===== src/ists_pkg.sv =====
// constants shared by the two-wire slave with bus time-out
package ists_pkg;

  // register byte offsets on the AHB-Lite slave
  localparam logic [7:0] ADDR_MODE = 8'h00;
  localparam logic [7:0] ADDR_STAT = 8'h04;
  localparam logic [7:0] ADDR_OWN = 8'h08;
  localparam logic [7:0] ADDR_DATA = 8'h0c;
  localparam logic [7:0] ADDR_TOUT = 8'h10;
  localparam int ADDR_LSB_W = 8;

  // mode_enable_reg layout and reset
  localparam logic [7:0] MODE_RST = 8'he0;
  localparam int MODE_FIELD_LSB = 5;
  localparam int MODE_UART_BIT = 4;
  localparam int MODE_EN_BIT = 1;
  localparam logic [2:0] MODE_SLAVE = 3'h6;
  localparam logic [7:0] MODE_WMASK = 8'hfe;

  // bus_status_ctl_reg bit positions and reset
  localparam int STAT_DONE = 7;
  localparam int STAT_MATCH = 6;
  localparam int STAT_BUSY = 5;
  localparam int STAT_HTX = 4;
  localparam int STAT_ACK_TO_SEND_BIT = 3;
  localparam int STAT_SRW = 2;
  localparam int STAT_ACK_RECEIVED_FLAG = 0;
  localparam logic STAT_DONE_RST = 1'b1;
  localparam logic STAT_ACK_RECEIVED_FLAG_RST = 1'b1;

  // own_address_reg holds the address in bits 7:1
  localparam int OWN_LSB = 1;

  // timeout_ctl_reg layout
  localparam int TOUT_EN_BIT = 7;
  localparam int TOUT_FLAG_BIT = 6;
  localparam int TOUT_SEL_W = 6;
  localparam int TOUT_CNT_W = 12;
  localparam int TOUT_STEP_SHIFT = 5;

  // serial framing
  localparam int BYTE_W = 8;
  localparam int ADDR_W = 7;
  localparam logic [3:0] LAST_BIT = 4'h7;
  localparam logic [3:0] BYTE_BITS = 4'h8;

  // ahb-lite encodings
  localparam logic [1:0] HTRANS_NONSEQ = 2'h2;

  typedef enum logic [7:0] {
    ST_IDLE = 8'h01,
    ST_ADDR = 8'h02,
    ST_ACKOUT = 8'h04,
    ST_HOLD = 8'h08,
    ST_TX = 8'h10,
    ST_ACKIN = 8'h20,
    ST_RX = 8'h40,
    ST_IGNORE = 8'h80
  } ists_state_t;

endpackage


===== src/ists_sync.sv =====
// two-flop synchroniser for pins entering the system clock domain
`timescale 1ns/1ps
module ists_sync #(
  parameter int W = 1,
  parameter logic [W-1:0] RST_VAL = '0
) (
  input wire logic hclk,
  input wire logic hresetn,
  input wire logic ce,
  input wire logic [W-1:0] async_in,
  output logic [W-1:0] sync_out
);

  logic [W-1:0] meta_reg;

  always_ff @(posedge hclk or negedge hresetn)
  begin
    if (!hresetn)
    begin
      meta_reg <= RST_VAL;
      sync_out <= RST_VAL;
    end
    else if (ce)
    begin
      meta_reg <= async_in;
      sync_out <= meta_reg;
    end
  end

endmodule


===== src/ists_timeout.sv =====
// bus time-out counter paced by sub-clock ticks
`timescale 1ns/1ps
module ists_timeout (
  input wire logic hclk,
  input wire logic hresetn,
  input wire logic ce,
  input wire logic sub_tick,
  input wire logic run,
  input wire logic restart,
  input wire logic [ists_pkg::TOUT_SEL_W-1:0] period_sel,
  output logic expire
);

  logic [ists_pkg::TOUT_CNT_W-1:0] cnt_reg;
  logic [ists_pkg::TOUT_CNT_W-1:0] cnt_next;
  logic [ists_pkg::TOUT_CNT_W-1:0] limit;

  // (n+1) steps of 32 sub-clock periods
  assign limit = {({1'b0, period_sel} + 7'h01),
                  {ists_pkg::TOUT_STEP_SHIFT{1'b0}}};
  assign cnt_next = cnt_reg + 12'h001;

  always_ff @(posedge hclk or negedge hresetn)
  begin
    if (!hresetn)
    begin
      cnt_reg <= '0;
      expire <= 1'b0;
    end
    else if (ce)
    begin
      expire <= 1'b0;
      if (!run || restart)
        cnt_reg <= '0;
      else if (sub_tick)
      begin
        cnt_reg <= cnt_next;
        if (cnt_next == limit)
          expire <= 1'b1;
      end
    end
  end

endmodule


===== src/ists_i2c_slave.sv =====
// two-wire bus slave with time-out, registers over ahb-lite
//
// Local design decisions: the AHB-Lite register port and the address map.
`timescale 1ns/1ps
module ists_i2c_slave (
  input wire logic hclk,
  input wire logic hresetn,
  input wire logic ce,
  input wire logic hsel,
  input wire logic [31:0] haddr,
  input wire logic [1:0] htrans,
  input wire logic hwrite,
  input wire logic [2:0] hsize,
  input wire logic [31:0] hwdata,
  input wire logic hready,
  output logic [31:0] hrdata,
  output logic hreadyout,
  output logic hresp,
  input wire logic scl_i,
  input wire logic sda_i,
  input wire logic slow_sub_clock,
  output logic scl_o,
  output logic scl_oe,
  output logic sda_o,
  output logic sda_oe,
  output logic serial_irq
);

  // pin synchronisation and edge detection
  logic [2:0] pins_sync;
  logic scl_s;
  logic sda_s;
  logic sub_s;
  logic scl_prev_reg;
  logic sda_prev_reg;
  logic sub_prev_reg;
  logic scl_rise;
  logic scl_fall;
  logic start_ev;
  logic stop_ev;
  logic sub_tick;

  ists_sync #(
    .W(3),
    .RST_VAL(3'h3)
  ) u_sync (
    .hclk(hclk),
    .hresetn(hresetn),
    .ce(ce),
    .async_in({slow_sub_clock, scl_i, sda_i}),
    .sync_out(pins_sync)
  );

  assign sda_s = pins_sync[0];
  assign scl_s = pins_sync[1];
  assign sub_s = pins_sync[2];

  always_ff @(posedge hclk or negedge hresetn)
  begin
    if (!hresetn)
    begin
      scl_prev_reg <= 1'b1;
      sda_prev_reg <= 1'b1;
      sub_prev_reg <= 1'b0;
    end
    else if (ce)
    begin
      scl_prev_reg <= scl_s;
      sda_prev_reg <= sda_s;
      sub_prev_reg <= sub_s;
    end
  end

  assign scl_rise = scl_s & ~scl_prev_reg;
  assign scl_fall = ~scl_s & scl_prev_reg;
  assign start_ev = scl_s & scl_prev_reg & sda_prev_reg & ~sda_s;
  assign stop_ev = scl_s & scl_prev_reg & ~sda_prev_reg & sda_s;
  assign sub_tick = sub_s & ~sub_prev_reg;

  // registers
  logic [7:0] mode_enable_reg;
  logic [ists_pkg::ADDR_W-1:0] own_address_reg;
  logic [ists_pkg::BYTE_W-1:0] serial_data_reg;
  logic timeout_enable_bit;
  logic timeout_flag;
  logic [ists_pkg::TOUT_SEL_W-1:0] timeout_period_sel;
  logic byte_done_flag;
  logic addr_match_flag;
  logic bus_busy_flag;
  logic transmit_direction_ctl;
  logic ack_to_send_bit;
  logic master_read_flag;
  logic ack_received_flag;
  logic slave_active;
  logic [2:0] interface_mode_field;
  logic uart_select_bit;
  logic interface_enable_bit;

  assign interface_mode_field =
    mode_enable_reg[ists_pkg::MODE_FIELD_LSB +: 3];
  assign uart_select_bit = mode_enable_reg[ists_pkg::MODE_UART_BIT];
  assign interface_enable_bit = mode_enable_reg[ists_pkg::MODE_EN_BIT];
  assign slave_active = ~uart_select_bit && interface_enable_bit &&
                        (interface_mode_field == ists_pkg::MODE_SLAVE);

  // ahb-lite slave, zero wait states
  logic acc;
  logic wr_pend_reg;
  logic [7:0] wr_addr_reg;
  logic wr_ev;
  logic wr_data_ev;
  logic rd_data_ev;

  function automatic logic [7:0] reg_sel(input logic [31:0] a);
    reg_sel = a[ists_pkg::ADDR_LSB_W-1:0];
  endfunction

  assign acc = hsel & hready & htrans[1] & ce;
  assign wr_ev = wr_pend_reg & ce;
  assign wr_data_ev = wr_ev && (wr_addr_reg == ists_pkg::ADDR_DATA);
  assign rd_data_ev = acc && !hwrite &&
                      (reg_sel(haddr) == ists_pkg::ADDR_DATA);
  assign hreadyout = ce;
  assign hresp = 1'b0;

  function automatic logic [31:0] read_word(input logic [7:0] a);
    logic [7:0] v;
    v = 8'h00;
    case (a)
      ists_pkg::ADDR_MODE: v = mode_enable_reg;
      ists_pkg::ADDR_STAT:
      begin
        v[ists_pkg::STAT_DONE] = byte_done_flag;
        v[ists_pkg::STAT_MATCH] = addr_match_flag;
        v[ists_pkg::STAT_BUSY] = bus_busy_flag;
        v[ists_pkg::STAT_HTX] = transmit_direction_ctl;
        v[ists_pkg::STAT_ACK_TO_SEND_BIT] = ack_to_send_bit;
        v[ists_pkg::STAT_SRW] = master_read_flag;
        v[ists_pkg::STAT_ACK_RECEIVED_FLAG] = ack_received_flag;
      end
      ists_pkg::ADDR_OWN: v = {own_address_reg, 1'b0};
      ists_pkg::ADDR_DATA: v = serial_data_reg;
      ists_pkg::ADDR_TOUT:
        v = {timeout_enable_bit, timeout_flag, timeout_period_sel};
      default: v = 8'h00;
    endcase
    read_word = {24'h000000, v};
  endfunction

  always_ff @(posedge hclk or negedge hresetn)
  begin
    if (!hresetn)
    begin
      wr_pend_reg <= 1'b0;
      wr_addr_reg <= 8'h00;
      hrdata <= 32'h00000000;
    end
    else if (ce)
    begin
      wr_pend_reg <= acc & hwrite;
      if (acc)
        wr_addr_reg <= reg_sel(haddr);
      if (acc && !hwrite)
        hrdata <= read_word(reg_sel(haddr));
    end
  end

  // serial engine
  ists_pkg::ists_state_t st_reg;
  logic [ists_pkg::BYTE_W-1:0] shift_reg;
  logic [3:0] bit_cnt_reg;
  logic sda_drv_reg;
  logic ack_low_reg;
  logic ack_half_reg;
  logic [ists_pkg::BYTE_W-1:0] in_byte;
  logic [ists_pkg::BYTE_W-1:0] tx_byte;
  logic addr_hit;
  logic ev_match;
  logic ev_byte_rx;
  logic ev_byte_tx;
  logic release_ev;
  logic expire;

  assign in_byte = {shift_reg[ists_pkg::BYTE_W-2:0], sda_s};
  assign addr_hit = in_byte[ists_pkg::BYTE_W-1:1] == own_address_reg;
  assign ev_match = (st_reg == ists_pkg::ST_ADDR) && scl_rise &&
                    (bit_cnt_reg == ists_pkg::LAST_BIT) && addr_hit
                    && !start_ev;
  assign ev_byte_rx = (st_reg == ists_pkg::ST_RX) && scl_rise &&
                      (bit_cnt_reg == ists_pkg::LAST_BIT);
  assign ev_byte_tx = (st_reg == ists_pkg::ST_TX) && scl_rise &&
                      (bit_cnt_reg == ists_pkg::LAST_BIT);
  assign release_ev = (st_reg == ists_pkg::ST_HOLD) &&
                      (wr_data_ev || rd_data_ev);
  assign tx_byte = wr_data_ev ? hwdata[ists_pkg::BYTE_W-1:0]
                              : serial_data_reg;

  always_ff @(posedge hclk or negedge hresetn)
  begin
    if (!hresetn)
    begin
      st_reg <= ists_pkg::ST_IDLE;
      shift_reg <= 8'h00;
      bit_cnt_reg <= 4'h0;
      sda_drv_reg <= 1'b0;
      ack_low_reg <= 1'b0;
      ack_half_reg <= 1'b0;
    end
    else if (ce)
    begin
      if (expire || !slave_active)
      begin
        st_reg <= ists_pkg::ST_IDLE;
        sda_drv_reg <= 1'b0;
        ack_half_reg <= 1'b0;
      end
      else if (start_ev)
      begin
        st_reg <= ists_pkg::ST_ADDR;
        bit_cnt_reg <= 4'h0;
        sda_drv_reg <= 1'b0;
        ack_half_reg <= 1'b0;
      end
      else if (stop_ev)
      begin
        st_reg <= ists_pkg::ST_IDLE;
        sda_drv_reg <= 1'b0;
        ack_half_reg <= 1'b0;
      end
      else
      begin
        case (st_reg)
          ists_pkg::ST_ADDR:
            if (scl_rise)
            begin
              shift_reg <= in_byte;
              bit_cnt_reg <= bit_cnt_reg + 4'h1;
              if (bit_cnt_reg == ists_pkg::LAST_BIT)
              begin
                ack_low_reg <= 1'b1;
                st_reg <= addr_hit ? ists_pkg::ST_ACKOUT
                                   : ists_pkg::ST_IGNORE;
              end
            end
          ists_pkg::ST_ACKOUT:
            if (scl_fall)
            begin
              if (!ack_half_reg)
              begin
                sda_drv_reg <= ack_low_reg;
                ack_half_reg <= 1'b1;
              end
              else
              begin
                sda_drv_reg <= 1'b0;
                ack_half_reg <= 1'b0;
                st_reg <= ists_pkg::ST_HOLD;
              end
            end
          ists_pkg::ST_HOLD:
            if (release_ev)
            begin
              bit_cnt_reg <= 4'h0;
              if (transmit_direction_ctl)
              begin
                shift_reg <= tx_byte;
                sda_drv_reg <= ~tx_byte[ists_pkg::BYTE_W-1];
                st_reg <= ists_pkg::ST_TX;
              end
              else
                st_reg <= ists_pkg::ST_RX;
            end
          ists_pkg::ST_TX:
            if (scl_rise)
              bit_cnt_reg <= bit_cnt_reg + 4'h1;
            else if (scl_fall)
            begin
              if (bit_cnt_reg == ists_pkg::BYTE_BITS)
              begin
                sda_drv_reg <= 1'b0;
                st_reg <= ists_pkg::ST_ACKIN;
              end
              else
              begin
                shift_reg <= {shift_reg[ists_pkg::BYTE_W-2:0], 1'b0};
                sda_drv_reg <= ~shift_reg[ists_pkg::BYTE_W-2];
              end
            end
          ists_pkg::ST_ACKIN:
            if (scl_rise)
            begin
              if (sda_s)
                st_reg <= ists_pkg::ST_IGNORE;
              else
                ack_half_reg <= 1'b1;
            end
            else if (scl_fall && ack_half_reg)
            begin
              ack_half_reg <= 1'b0;
              st_reg <= ists_pkg::ST_HOLD;
            end
          ists_pkg::ST_RX:
            if (scl_rise)
            begin
              shift_reg <= in_byte;
              bit_cnt_reg <= bit_cnt_reg + 4'h1;
              if (bit_cnt_reg == ists_pkg::LAST_BIT)
              begin
                ack_low_reg <= ~ack_to_send_bit;
                st_reg <= ists_pkg::ST_ACKOUT;
              end
            end
          ists_pkg::ST_IDLE: st_reg <= ists_pkg::ST_IDLE;
          ists_pkg::ST_IGNORE: st_reg <= ists_pkg::ST_IGNORE;
          default: st_reg <= ists_pkg::ST_IDLE;
        endcase
      end
    end
  end

  assign scl_o = 1'b0;
  assign scl_oe = (st_reg == ists_pkg::ST_HOLD);
  assign sda_o = 1'b0;
  assign sda_oe = sda_drv_reg;

  // software registers that the time-out leaves alone
  always_ff @(posedge hclk or negedge hresetn)
  begin
    if (!hresetn)
    begin
      mode_enable_reg <= ists_pkg::MODE_RST;
      own_address_reg <= '0;
      serial_data_reg <= '0;
    end
    else if (ce)
    begin
      if (wr_ev && wr_addr_reg == ists_pkg::ADDR_MODE)
        mode_enable_reg <= hwdata[7:0] & ists_pkg::MODE_WMASK;
      if (wr_ev && wr_addr_reg == ists_pkg::ADDR_OWN)
        own_address_reg <= hwdata[ists_pkg::OWN_LSB +: ists_pkg::ADDR_W];
      if (ev_byte_rx && !stop_ev && !start_ev && slave_active)
        serial_data_reg <= in_byte;
      else if (wr_data_ev)
        serial_data_reg <= hwdata[ists_pkg::BYTE_W-1:0];
    end
  end

  // status and control flags; time-out returns them to power-on values
  always_ff @(posedge hclk or negedge hresetn)
  begin
    if (!hresetn)
    begin
      byte_done_flag <= ists_pkg::STAT_DONE_RST;
      addr_match_flag <= 1'b0;
      bus_busy_flag <= 1'b0;
      transmit_direction_ctl <= 1'b0;
      ack_to_send_bit <= 1'b0;
      master_read_flag <= 1'b0;
      ack_received_flag <= ists_pkg::STAT_ACK_RECEIVED_FLAG_RST;
    end
    else if (ce)
    begin
      if (expire)
      begin
        byte_done_flag <= ists_pkg::STAT_DONE_RST;
        addr_match_flag <= 1'b0;
        bus_busy_flag <= 1'b0;
        transmit_direction_ctl <= 1'b0;
        ack_to_send_bit <= 1'b0;
        master_read_flag <= 1'b0;
        ack_received_flag <= ists_pkg::STAT_ACK_RECEIVED_FLAG_RST;
      end
      else if (!slave_active)
      begin
        byte_done_flag <= ists_pkg::STAT_DONE_RST;
        addr_match_flag <= 1'b0;
        bus_busy_flag <= 1'b0;
        master_read_flag <= 1'b0;
        ack_received_flag <= ists_pkg::STAT_ACK_RECEIVED_FLAG_RST;
      end
      else
      begin
        if (start_ev)
        begin
          bus_busy_flag <= 1'b1;
          addr_match_flag <= 1'b0;
        end
        else if (stop_ev)
          bus_busy_flag <= 1'b0;
        if (ev_match)
        begin
          addr_match_flag <= 1'b1;
          master_read_flag <= in_byte[0];
        end
        if (release_ev)
          byte_done_flag <= 1'b0;
        else if ((ev_byte_rx || ev_byte_tx) && !start_ev && !stop_ev)
          byte_done_flag <= 1'b1;
        if (st_reg == ists_pkg::ST_ACKIN && scl_rise && !stop_ev)
          ack_received_flag <= sda_s;
        if (wr_ev && wr_addr_reg == ists_pkg::ADDR_STAT)
        begin
          transmit_direction_ctl <= hwdata[ists_pkg::STAT_HTX];
          ack_to_send_bit <= hwdata[ists_pkg::STAT_ACK_TO_SEND_BIT];
        end
      end
    end
  end

  // time-out control
  logic tout_run_reg;
  logic tout_wr;

  assign tout_wr = wr_ev && (wr_addr_reg == ists_pkg::ADDR_TOUT);

  always_ff @(posedge hclk or negedge hresetn)
  begin
    if (!hresetn)
      tout_run_reg <= 1'b0;
    else if (ce)
    begin
      if (expire || stop_ev || !slave_active || !timeout_enable_bit)
        tout_run_reg <= 1'b0;
      else if (ev_match && !start_ev)
        tout_run_reg <= 1'b1;
    end
  end

  ists_timeout u_timeout (
    .hclk(hclk),
    .hresetn(hresetn),
    .ce(ce),
    .sub_tick(sub_tick),
    .run(tout_run_reg),
    .restart(scl_fall),
    .period_sel(timeout_period_sel),
    .expire(expire)
  );

  always_ff @(posedge hclk or negedge hresetn)
  begin
    if (!hresetn)
    begin
      timeout_enable_bit <= 1'b0;
      timeout_flag <= 1'b0;
      timeout_period_sel <= '0;
    end
    else if (ce)
    begin
      if (tout_wr)
      begin
        timeout_enable_bit <= hwdata[ists_pkg::TOUT_EN_BIT];
        timeout_flag <= hwdata[ists_pkg::TOUT_FLAG_BIT];
        timeout_period_sel <= hwdata[ists_pkg::TOUT_SEL_W-1:0];
      end
      // set wins over a same-cycle software write
      if (expire)
      begin
        timeout_enable_bit <= 1'b0;
        timeout_flag <= 1'b1;
      end
    end
  end

  // one shared interrupt pulse
  always_ff @(posedge hclk or negedge hresetn)
  begin
    if (!hresetn)
      serial_irq <= 1'b0;
    else if (ce)
      serial_irq <= ev_match | ((ev_byte_rx | ev_byte_tx) & slave_active)
                    | expire;
  end

endmodule


===== config.mk =====
export PLATFORM = sky130hd
export DESIGN_NAME = ists_i2c_slave
export DESIGN_NICKNAME = d
export VERILOG_FILES = /design/src/ists_pkg.sv /design/src/ists_sync.sv /design/src/ists_timeout.sv /design/src/ists_i2c_slave.sv
export SDC_FILE = /design/constraint.sdc
export NUM_CORES = 1
export LEC_CHECK = 0
export BUFFER_PORTS_ARGS = -buffer_cell sky130_fd_sc_hd__buf_2
export CORE_ASPECT_RATIO = 1.4
export CORE_MARGIN = 10
export CORE_UTILIZATION = 51
export DETAILED_ROUTE_END_ITERATION = 6
export GPL_TIMING_DRIVEN = 1
export PLACE_DENSITY = 0.78
export SYNTH_ARGS = -nofsm -noshare
export SYNTH_HDL_FRONTEND = slang
export SYNTH_SLANG_ARGS = --single-unit

===== constraint.sdc =====
create_clock -name hclk -period 2.3 [get_ports hclk]
set_input_delay 0 -clock hclk [delete_from_list [all_inputs] [get_ports hclk]]
set_output_delay 0 -clock hclk [all_outputs]
set_load 0.005 [all_outputs]

* Word level (Yosys, flattened, before mapping) *
Index checks and enable logic that the tools add are counted.

word-level totals
  output and inout port bits = 39
  word-level logic and storage cells = 285
  input bits = 78
  register bits after elaboration = 100

cells by class
  muxes and demuxes = 96
  add/sub/neg operators = 3
  reduce and logical (&&, ||, !) cells = 74
  bitwise gates (word level) = 29
  equal/unequal tests = 52

operators by type and width
  cell                                                              count
  8-bit 2-to-1 mux                                                  19
  8-bit case mux with 7 select lines                                1
  1-bit 2-to-1 mux                                                  55
  7-bit 2-to-1 mux                                                  7
  8-bit by 4-bit == test with 1-bit output (second input constant)  5
  6-bit case mux with 5 select lines                                1
  1-bit logical AND                                                 27
  2-bit AND reduction                                               13
  8-bit by 3-bit == test with 1-bit output (second input constant)  3
  8-bit by 5-bit == test with 1-bit output (second input constant)  3
  12-bit 2-to-1 mux                                                 2
  7-bit case mux with 3 select lines                                1
  5-bit by 4-bit != test with 1-bit output (second input constant)  4
  8-bit zero test                                                   2
  4-bit 2-to-1 mux                                                  4
  5-bit by 3-bit != test with 1-bit output (second input constant)  3
  1-bit AND                                                         14
  13-bit AND reduction                                              1
  12-bit by 1-bit adder with 12-bit output (second input constant)  1
  12-bit == test                                                    1
  2-bit != test (second input constant)                             6
  3-bit by 1-bit != test with 1-bit output (second input constant)  4
  6-bit != test (second input constant)                             2
  1-bit inverter                                                    12
  other kinds (36)                                                  63

* Longest topological paths before layout *
Gate-level depths: netlist of the first run.

  depth after elaboration = 12
  mapped depth = 9
  gate-level depth less buffers = 8

* Cells and area by module *
A second synthesis of the first run with hierarchy kept.

unflattened totals
  cells, all modules = 620
  area total of the unflattened synthesis = 6090.8 um^2

by module, submodules not included
  module          cells an instance  area each (um^2)  seq. area each (um^2)  times used
  ists_i2c_slave  487                4823.4            2037.0                 1
  ists_timeout    120                1011.0            325.3                  1
  ists_sync       13                 256.5             155.1                  1

* Least setup slack after synthesis of the first run *
OpenSTA, ideal clock, no wires.

  path kind = reg2reg
  start point = register wr_addr_reg[0]
  end point = register shift_reg[0] (netlist name)
  data required time = 2.175 ns
  arrival = 2.309 ns
  setup slack = -0.134 ns
  stages on the path, launching flop included = 6
  clock period less this slack = 2.434 ns
  path through = dfrtp_1 or4_1 or4_4 and3_1 nor3_4 mux2_2

between the ends
  cells in the longest elaborated chain, start to end = 6
  elaborated cells on any way between the ends = 10
  those cells by class = 2 x eq/ne; 4 x mux; 4 x reduce/logical

ends and longest elaborated chain
  element                                                                       line                                          RTL
  start: declaration                                                            ists_i2c_slave.sv:109                         logic [7:0] wr_addr_reg;
  start signal: assignment                                                      ists_i2c_slave.sv:162                         wr_addr_reg <= reg_sel(haddr);
  8-bit by 4-bit == test with 1-bit output *                                    ists_i2c_slave.sv:120                         assign wr_data_ev = wr_ev && (wr_addr_reg == ists_pkg::ADDR_DATA);
  1-bit logical AND *                                                           ists_i2c_slave.sv:120
  8-bit 2-to-1 mux or 1-bit logical OR (tied branches)                          -
  7-bit 2-to-1 mux or 1-bit logical AND (tied branches)                         ists_i2c_slave.sv:264, ists_i2c_slave.sv:193
  7-bit 2-to-1 mux or 2-bit by 1-bit != test with 1-bit output (tied branches)  -
  7-bit case mux with 3 select lines or 11-bit AND reduction (tied branches)    -
  end signal: assignment                                                        ists_i2c_slave.sv:236                         shift_reg <= in_byte;
  end signal: assignment                                                        ists_i2c_slave.sv:266                         shift_reg <= tx_byte;
  end signal: assignment                                                        ists_i2c_slave.sv:285                         shift_reg <= {shift_reg[ists_pkg::BYTE_W-2:0], 1'b0};
  end: declaration                                                              ists_i2c_slave.sv:170                         logic [ists_pkg::BYTE_W-1:0] shift_reg;

Mark *: on every way between the ends. The rest lies on a longest branch, timed or not. The select of a mux whose other input is x is not followed.
A chain may end at the register's enable or synchronous reset.

* Worst setup path in the final report of the first run *
  start point = register wr_addr_reg[5]
  end point = register bit_cnt_reg[0]

between the ends
  cells in the longest elaborated chain, start to end = 6

ends and longest elaborated chain
  element                                                    line                   RTL
  8-bit by 4-bit == test with 1-bit output                   ists_i2c_slave.sv:120
  1-bit logical AND                                          ists_i2c_slave.sv:120
  1-bit logical OR                                           ists_i2c_slave.sv:194  (wr_data_ev || rd_data_ev);
  1-bit logical AND                                          ists_i2c_slave.sv:193  assign release_ev = (st_reg == ists_pkg::ST_HOLD) &&
  3-bit by 1-bit != test with 1-bit output (no source line)  -
  6-bit AND reduction (no source line)                       -
  end signal: assignment                                     ists_i2c_slave.sv:237  bit_cnt_reg <= bit_cnt_reg + 4'h1;
  end signal: assignment                                     ists_i2c_slave.sv:275  bit_cnt_reg <= bit_cnt_reg + 4'h1;
  end signal: assignment                                     ists_i2c_slave.sv:306  bit_cnt_reg <= bit_cnt_reg + 4'h1;
  end: declaration                                           ists_i2c_slave.sv:171  logic [3:0] bit_cnt_reg;

No other way between the ends.

==> results by group, run 1 <==
Pwr
  – Leak pwr: 3.44 nW
  – Pwr Total: 4.21 mW
  – Maximum VDD drop: 0.538 mV
  – PD cells: 576 mW/mm²

CTS
  – Clock slew at reported path FFs: 0.07 ns
  – Clock Path Buffers: 2
  – Clock buffer count from CTS: 9
  – Clock Tree Root: clkbuf_16
  – Worst skew pair latency: 0.35 ns
  – CTS H-tree lvls: 3
  – TritonCTS Sinks: 100
  – TritonCTS clock tree: done

Yosys
  – Top-area cell type share of the netlist area: 36.7%
  – Share of synthesized registers carrying an async set or reset: 100%
  – Synth cell types: 70
  – Area leader, netlist: dfrtp_1
  – Commonest cells post-synth: dfrtp_1 (88), nand2_1 (70), mux2_2 (50)
  – Post-synthesis sequential area ratio: 41.9%
  – Most used DFF post-synth: dfrtp_1
  – Syn. warnings: 0
  – Top-count cell post-synth: dfrtp_1
  – Avg Inst Size Synth: 9.59 µm²
  – Netlist area before placement: 0.00600 mm²
  – Cells after Synth: 626
  – Top area cells in the synthesized netlist: dfrtp_1 (37%), mux2_2 (9.4%), dfstp_2 (5.3%)
  – Register bit total from synthesis: 100
  – Number of flops mapped to enable cells by yosys: 0

Placement
  – Placed cell count: 842
  – Post-DP HPWL: 12.5 mm
  – RePlAce Congestion: 0.969
  – IO Port Bufs: 37

Routing
  – DR pass1 iterations: 5
  – Routed vias/inst: 6.01
  – DR DRC count: 0
  – Vias: 5,295
  – WL per Instance: 19.2 µm
  – Initial DRC count: 318
  – Drt total wl: 17.0 mm
  – Post-route ant nets: 0

Global route
  – Global Route Usage Sum: 20.3%
  – GRT busiest layer: met2
  – Largest net degree at the start of global routing: 56
  – First-pass GRT wire length: 27.9 mm
  – Met1 usage: 22.8%
  – Initial antenna violation count: 0
  – Grt ovf: 0
  – Met2 Resource Use GR: 36.0%
  – Met3 usage: 3.50%
  – Vias in the first global route: 5,410

Die
  – Row count: 46
  – Die Wd: 112 µm
  – Die Ht: 148 µm
  – Area of the core: 0.0115 mm²
  – Die Area: 0.0166 mm²
  – Initial Util: 52.4%
  – I/O pin count: 117

Timing
  – Rel. slew slack: 60.1%
  – Setup Viol. Count Final: 22
  – Part of the cycle the worst path needs: 106%
  – Max Slew Vio Count: 0
  – Final Hold Fails: 0
  – Worst-margin pin slew: 0.599 ns
  – Setup Total Neg Slack: -1.55 ns
  – Post-layout minimum cycle time: 2.44 ns
  – Clock skew: 0.00753 ns
  – Unrepaired setup endpoints after global routing: yes
  – Final worst slack: -0.137 ns
  – Max Clock Freq: 410 MHz

Setup path
  – Crit Path Class: reg -> reg
  – Worst path slowest cell: or4_4
  – CP endpoint kind: register
  – Critical Path AT: 2.67 ns
  – CP max FO: 10
  – Slowest stage delay, CP: 0.54 ns
  – Data required time of the critical path: 2.53 ns
  – Setup crit start kind: register
  – Worst-path cell chain: or4_4 > or4_4 > buf_8 > and2_4 > o21ai_4 > o21ai_2 > mux2_4
  – Cell mode on critical path: or4_4

Job
  – Max-Cap Viols: 0

Layout
  – Area growth syn-to-layout: 21.7%
  – Fin cells: 881
  – Multi-input logic area: 0.00335 mm²
  – Largest register FFs: 12
  – FF/Latch Area: 0.00252 mm²
  – NumNets Final: 814
  – Antenna Cells: 0
  – Layout cells sized above 1: 29.3%
  – # fillers: 879

Outcome
  – Run status: complete, but fails checks
  – Failing checks: setup timing

Min path
  – Min-Delay Path Class: in -> reg
per-layer routing:
metal	wire length, µm	vias to the layer above
met5	0	-
met4	573	0
met3	879	37
met2	8910	206
met1	6590	2617
li1	-	2435
final timing paths:
check	start	end	slack, ns	depth (start not counted)
min in group asynchronous	hresetn	u_timeout.cnt_reg[11]$_DFFE_PN0P_	0.20	2
min reg2reg	u_sync.meta_reg[2]$_DFFE_PN0P_	u_sync.meta_reg[2]$_DFFE_PN0P_	0.50	1
min	haddr[3]	wr_addr_reg[3]$_DFFE_PN0P_	0.17	4
max reg2reg	wr_addr_reg[5]$_DFFE_PN0P_	bit_cnt_reg[0]$_DFFE_PN0P_	-0.14	7
max in group asynchronous	hresetn	st_reg[0]$_DFFE_PN1P_	1.34	3
max	wr_addr_reg[5]$_DFFE_PN0P_	bit_cnt_reg[0]$_DFFE_PN0P_	-0.14	7
layout by cell type, fill, tap and decap left out, types with 7 or more instances in the layout:
cell and instances:
xor2_1 12, dfrtp_1 87, buf_4 63, and3_1 8
a31oi_1 7, nand4_1 10, dfstp_2 12, nand2b_1 8
nor3_1 8, buf_2 36, mux2i_1 15, dlygate4sd3_1 20
inv_1 9, conb_1 27, mux2_2 42, mux2_4 10
clkbuf_16 9, xnor2_1 10, a21oi_1 22, nor2_1 40
nor2b_1 11, o21ai_0 46, a22oi_1 7, nand3_1 18
nand2_1 70, a22o_1 17
cell type report:
class	count	area share, %
sequential	100	34.5
timing repair buffer	124	12.9
clock inverter	6	0.548
multi-input combinational	486	45.8
clock buffer	10	3.27
inverter	11	0.565
tap	144	2.47
critical path, delay by kind of cell, from the launching register on:
family | cells | cell delay [ns]
simple gates | 3 | 1.21
flops | 1 | 0.39
compound gates | 2 | 0.26
buf+inv | 1 | 0.18
mux | 1 | 0.28
through the flow:
step	hold WS (ns)	setup WS [ns]	util, %	area [µm²]
after floorplan	-0.296	-0.0945	-	6120
after global placement	0.0471	-0.164	58.3	6670
after detailed placement	0.0475	-0.178	58.3	6670
after CTS	0.153	-0.108	63.2	7240
after global routing	0.177	-0.168	63.8	7310
final	0.168	-0.137	63.8	7310
power breakdown:
| group | switching [mW] | internal (mW) | leakage, nW |
|---|---|---|---|
| Combinational | 0.360 | 0.368 | 2.00 |
| Clock | 0.666 | 0.761 | 0.138 |
| Sequential | 0.127 | 1.93 | 1.31 |
| Total | 1.15 | 3.06 | 3.44 |
cell families (layout without fill, tap and decap cells):
| group | count (synthesis) | count (layout) | share of synthesized area [%] |
|---|---|---|---|
| buffers and inverters | 66 | 151 | 6.19 |
| other | 1 | 27 | 0.0625 |
| xor gates and xnor gates | 22 | 22 | 3.21 |
| and+or+nand+nor | 221 | 221 | 19.5 |
| muxes | 69 | 69 | 12.7 |
| adders and majority gates | 4 | 4 | 0.834 |
| AOI/OAI and AO/OA | 143 | 143 | 15.5 |
| DFF | 100 | 100 | 41.9 |
repair_timing:
item	CTS	global route
setup buffers	3	0
hold endpoints to repair	70	0
cloned	0	0
hold buffers	20	0
endpoints found under the setup margin	22	39
gates resized for setup	15	14
pin swaps	3	4
(Power assumes the default switching activity.)
==> run 2, diff against run 1 <==
--- a/config.mk
+++ b/config.mk
@@ -12,6 +12,7 @@
 export DETAILED_ROUTE_END_ITERATION = 6
 export GPL_TIMING_DRIVEN = 1
 export PLACE_DENSITY = 0.78
+export SETUP_SLACK_MARGIN = 0.15
 export SYNTH_ARGS = -nofsm -noshare
 export SYNTH_HDL_FRONTEND = slang
 export SYNTH_SLANG_ARGS = --single-unit
==> run 2 against run 1 <==
Net effect:
- the run still ends with setup timing left
- clock-buffer cell count up 1
- final area increased by 1.5%
- global-route usage rose by 0.84 points
- die area did not move
- routed wire length rose by 6.2%
- clock power increased by 7%
- flip-flop and latch count stayed put
- register-to-register slack lost 0.06 ns
- critical path type unchanged
- largest cell class unchanged
==> results by group, run 2 (synthesized netlist as in run 1, its figures left out) <==
Global route
  – Vias in the first global route: 5,658
  – First-pass GRT wire length: 28.7 mm
  – Largest net degree at the start of global routing: 51
  – Grt ovf: 0
  – Initial antenna violation count: 0
  – Global Route Usage Sum: 21.1%

Timing
  – Setup Total Neg Slack: -3.17 ns
  – Unrepaired setup endpoints after global routing: yes
  – Final Hold Fails: 0
  – Setup Viol. Count Final: 35
  – Final worst slack: -0.197 ns
  – Worst-margin pin slew: 0.777 ns
  – Rel. slew slack: 47.8%
  – Max Slew Vio Count: 0
  – Post-layout minimum cycle time: 2.50 ns
  – Part of the cycle the worst path needs: 109%
  – Clock skew: 0.00929 ns
  – Max Clock Freq: 400 MHz

Pwr
  – Maximum VDD drop: 0.615 mV
  – PD cells: 589 mW/mm²
  – Leak pwr: 3.52 nW

Placement
  – Placed cell areas: 0.00677 mm²
  – Post-DP HPWL: 13.1 mm
  – IO Port Bufs: 37
  – Worst slack, placed: -0.222 ns
  – RePlAce Congestion: 1.03

Routing
  – Initial DRC count: 385
  – Drt total wl: 18.0 mm
  – Vias: 5,471
  – DR pass1 iterations: 6
  – DR DRC count: 0
  – WL per Instance: 20.2 µm
  – Post-route ant nets: 0
  – Routed vias/inst: 6.14

Layout
  – Antenna Cells: 0
  – Layout cells sized above 1: 30.1%
  – NumNets Final: 824
  – # fillers: 907
  – Largest register FFs: 12
  – Fin area: 0.00742 mm²
  – Commonest cells after routing, fill and taps aside: dfrtp_1 (88), buf_4 (72), nand2_1 (70)
  – Commonest non-fill, non-tap cell in the layout: dfrtp_1
  – Area growth syn-to-layout: 23.5%

Min path
  – Min-Delay Path Class: in -> reg
  – Hold_sp: hwdata[3]

CTS
  – Clock slew at reported path FFs: 0.07 ns
  – TritonCTS clock tree: done
  – Worst skew pair latency: 0.35 ns
  – Clock Path Buffers: 2
  – Clock Tree Root: clkbuf_16
  – CTS H-tree lvls: 3
  – TritonCTS Sinks: 100
  – Clock buffer count from CTS: 9

Job
  – Max-Cap Viols: 0

Setup path
  – Reg2Reg Launch Point: wr_addr_reg[0]$_DFFE_PN0P_
  – Reg-to-Reg End: st_reg[1]$_DFFE_PN0P_
  – CP Capture Point: st_reg[1]$_DFFE_PN0P_
  – CP max FO: 8
  – Crit Path Class: reg -> reg
  – Slowest stage delay, CP: 0.57 ns
  – Worst-path cell chain: or4_4 > or4_4 > nand3_2 > a21oi_2 > or3_4 > mux2_4
  – Worst path slowest cell: or4_4
  – Data required time of the critical path: 2.53 ns
  – R2R Setup Slk: -0.20 ns
  – CP endpoint kind: register
  – Critical Path AT: 2.72 ns
  – Reg2Reg Depth: 6
  – Cell mode on critical path: or4_4
  – Setup crit start kind: register
  – CP startpoint: wr_addr_reg[0]$_DFFE_PN0P_

Outcome
  – Run status: complete, but fails checks
  – Failing checks: setup timing

Die
  – Row count: 46
  – Die Ht: 148 µm
  – I/O pin count: 117
  – Initial Util: 52.4%
  – Die Area: 0.0166 mm²
  – Die Wd: 112 µm
  – Area of the core: 0.0115 mm²
-- run 2: metrics by stage --
stage	std cells	utilization, %	total power [mW]	hold slack [ns]
3_3_place_gp	850	59.1	2.75	-0.0286
4_1_cts	889	64.0	4.35	0.0136
6_report	891	64.7	4.37	0.0172
5_1_grt	891	64.7	4.55	0.0308
3_5_place_dp	850	59.1	2.79	-0.0187
2_1_floorplan	652	-	2.49	-0.296
-- run 2: power breakdown --
part	internal, mW	leakage [nW]	switching, mW
registers	1.93	1.31	0.143
clock network	0.851	0.140	0.675
logic	0.373	2.07	0.401
total	3.15	3.52	1.22
-- run 2: critical path: cells and delay by family, from the launching register on --
family	cells	cell delay, ns
AO/OA/AOI/OAI	1	0.06
flip-flops	1	0.39
multiplexers	1	0.32
AND/OR/NAND/NOR	4	1.62
-- run 2: layer usage --
layer	wire length, µm	up-vias	global-route usage (%)
met4	1420	0	17.6
met3	1020	91	3.90
met2	8910	248	35.5
met1	6660	2665	22.4
li1	-	2467	-
met5	0	-	0
-- run 2: how the worst min path moves through the flow --
| stage | to | cells after the start | slack [ns] |
|---|---|---|---|
| after CTS | ack_to_send_bit$_DFFE_PN0P_ | 3 | 0.01 |
| after global placement | u_sync.meta_reg[2]$_DFFE_PN0P_ | 1 | -0.03 |
| after global routing | own_address_reg[2]$_DFFE_PN0P_ | 2 | 0.03 |
| final | ack_to_send_bit$_DFFE_PN0P_ | 3 | 0.02 |
| after detailed placement | sub_prev_reg$_DFFE_PN0P_ | 1 | -0.02 |
| after floorplan | ack_half_reg$_DFFE_PN0P_ | 0 | -0.30 |
-- run 2: repair_timing --
item / 4_1_cts / 5_1_grt
hold buffers: 19 / 0
resized for setup: 10 / 15
pin swaps: 7 / 1
buffers inserted: 4 / 2
endpoints found under the hold margin: 60 / 0
endpoints found under the setup margin: 44 / 48
-- run 2: area by class of cell --
type,instances,area (µm²),share of cell area (%)
Clock buffer,11,233,3.14
Clock inverter,5,63.8,0.860
Inverter,11,41.3,0.557
Multi-Input combinational cell,486,3360,45.4
Sequential cell,100,2520,33.9
Tap cell,144,180,2.43
Timing Repair Buffer,134,1020,13.7
==> run 3, diff against run 2 <==
--- a/config.mk
+++ b/config.mk
@@ -11,7 +11,7 @@
 export CORE_UTILIZATION = 51
 export DETAILED_ROUTE_END_ITERATION = 6
 export GPL_TIMING_DRIVEN = 1
-export PLACE_DENSITY = 0.78
+export PLACE_DENSITY_LB_ADDON = 0.12
 export SETUP_SLACK_MARGIN = 0.15
 export SYNTH_ARGS = -nofsm -noshare
 export SYNTH_HDL_FRONTEND = slang
==> run 3 against run 2 <==
Net effect:
- the flow still finishes with violations (setup timing)
- non-clock buffer count increased by 1
- worst hold slack improved by 0.13 ns
- combinational power grew 4.7%
- critical endpoint unchanged
- largest power group unchanged
==> results by group, run 3 (synthesized netlist as in run 1, its figures left out) <==
Routing
  – Vias: 5,297
  – Routed vias/inst: 5.94
  – Initial DRC count: 308
  – WL per Instance: 20.0 µm
  – Drt total wl: 17.8 mm
  – Post-route ant nets: 0
  – DR DRC count: 0
  – DR pass1 iterations: 7

Layout
  – Util after Layout: 66.5%
  – NumNets Final: 825
  – Commonest cells after routing, fill and taps aside: dfrtp_1 (88), buf_4 (71), nand2_1 (69)
  – Largest register FFs: 12
  – Area growth syn-to-layout: 26.8%
  – Fin area: 0.00761 mm²
  – Antenna Cells: 0
  – Layout cells sized above 1: 32.1%
  – Fin cells: 892
  – Commonest non-fill, non-tap cell in the layout: dfrtp_1

Timing
  – Clock skew: 0.00755 ns
  – Final worst slack: -0.177 ns
  – Max Slew Vio Count: 0
  – Part of the cycle the worst path needs: 108%
  – Hold WS: 0.151 ns
  – Final Hold Fails: 0
  – Worst-margin pin slew: 0.667 ns
  – Unrepaired setup endpoints after global routing: yes
  – Setup Total Neg Slack: -3.69 ns
  – Rel. slew slack: 55.2%
  – Setup Viol. Count Final: 43
  – Max Clock Freq: 404 MHz
  – Post-layout minimum cycle time: 2.48 ns

CTS
  – TritonCTS clock tree: done
  – Clock Path Buffers: 2
  – CTS H-tree lvls: 3
  – Clock slew at reported path FFs: 0.07 ns
  – Clock Tree Root: clkbuf_16
  – Clock buffer count from CTS: 9
  – Worst skew pair latency: 0.35 ns
  – TritonCTS Sinks: 100

Die
  – Die Area: 0.0166 mm²
  – Die Wd: 112 µm
  – I/O pin count: 117
  – Initial Util: 52.4%
  – Row count: 46
  – Area of the core: 0.0115 mm²
  – Die Ht: 148 µm

Pwr
  – PD cells: 614 mW/mm²
  – Leak pwr: 3.52 nW
  – Pwr Total: 4.68 mW
  – Maximum VDD drop: 0.449 mV

Setup path
  – Setup crit start kind: register
  – Slowest stage delay, CP: 0.56 ns
  – CP endpoint kind: register
  – Worst path slowest cell: or4_4
  – Critical Path AT: 2.72 ns
  – Worst-path cell chain: or4_4 > or4_4 > nand3_4 > a21oi_2 > or3_4 > mux2_4
  – CP max FO: 8
  – Crit Path Class: reg -> reg
  – Cell mode on critical path: or4_4
  – Data required time of the critical path: 2.54 ns

Placement
  – Placed cell count: 850
  – Placed cell areas: 0.00676 mm²
  – RePlAce Congestion: 0.943
  – IO Port Bufs: 37
  – Post-DP HPWL: 13.1 mm
  – Worst slack, placed: -0.268 ns

Global route
  – Initial antenna violation count: 0
  – Grt ovf: 0
  – Met1 usage: 24.5%
  – Global Route Usage Sum: 21.0%
  – First-pass GRT wire length: 28.4 mm
  – Vias in the first global route: 5,446
  – Met3 usage: 3.82%
  – Largest net degree at the start of global routing: 51
  – GRT busiest layer: met2
  – Met2 Resource Use GR: 35.9%

Min path
  – Min-Delay Path Class: in -> reg

Job
  – Max-Cap Viols: 0

Outcome
  – Failing checks: setup timing
  – Run status: complete, but fails checks
[run 3: what timing repair did]
item / CTS / global route
pin swaps: 6 / 11
hold buffers: 19 / 1
endpoints found under the setup margin: 42 / 48
gates cloned: 0 / 0
setup buffers: 2 / 4
hold endpoints to repair: 71 / 1
resized for setup: 22 / 35
[run 3: critical path: cells and delay by family, from the launching register on]
kind,cells,cell delay (ns)
muxes,1,0.31
and+or+nand+nor,4,1.62
AOI/OAI and AO/OA,1,0.05
DFF,1,0.39
[run 3: final timing paths]
| check | endpoint | startpoint | slack (ns) | depth (start not counted) |
|---|---|---|---|---|
| setup reg to reg | st_reg[1]$_DFFE_PN0P_ | wr_addr_reg[0]$_DFFE_PN0P_ | -0.18 | 6 |
| hold / removal | wr_addr_reg[3]$_DFFE_PN0P_ | haddr[3] | 0.15 | 4 |
| max in group asynchronous | mode_enable_reg[6]$_DFFE_PN1P_ | hresetn | 1.34 | 3 |
| setup / recovery | st_reg[1]$_DFFE_PN0P_ | wr_addr_reg[0]$_DFFE_PN0P_ | -0.18 | 6 |
| hold reg to reg | wr_addr_reg[5]$_DFFE_PN0P_ | wr_addr_reg[5]$_DFFE_PN0P_ | 0.49 | 2 |
| min in group asynchronous | u_timeout.cnt_reg[4]$_DFFE_PN0P_ | hresetn | 0.23 | 2 |
[run 3: where the power goes]
| part | internal, mW | switching [mW] | total (mW) | leakage [nW] |
|---|---|---|---|---|
| Clock | 1.10 | 0.681 | 1.78 | 0.166 |
| Sequential | 1.93 | 0.162 | 2.09 | 1.31 |
| Combinational | 0.414 | 0.396 | 0.810 | 2.04 |
[run 3: area by class of cell]
type,count,area (µm²)
Timing Repair Buffer,135,1020
Inverter,11,41.3
Multi-Input combinational cell,486,3500
Sequential cell,100,2520
Clock buffer,11,243
Fill cell,926,3840
Clock inverter,5,106
Tap cell,144,180
[run 3: layer usage]
metal / up-vias / part of all wire [%]
met4: 0 / 4.3
li1: 2463 / -
met1: 2625 / 40
met5: - / 0
met2: 162 / 51
met3: 47 / 4.8
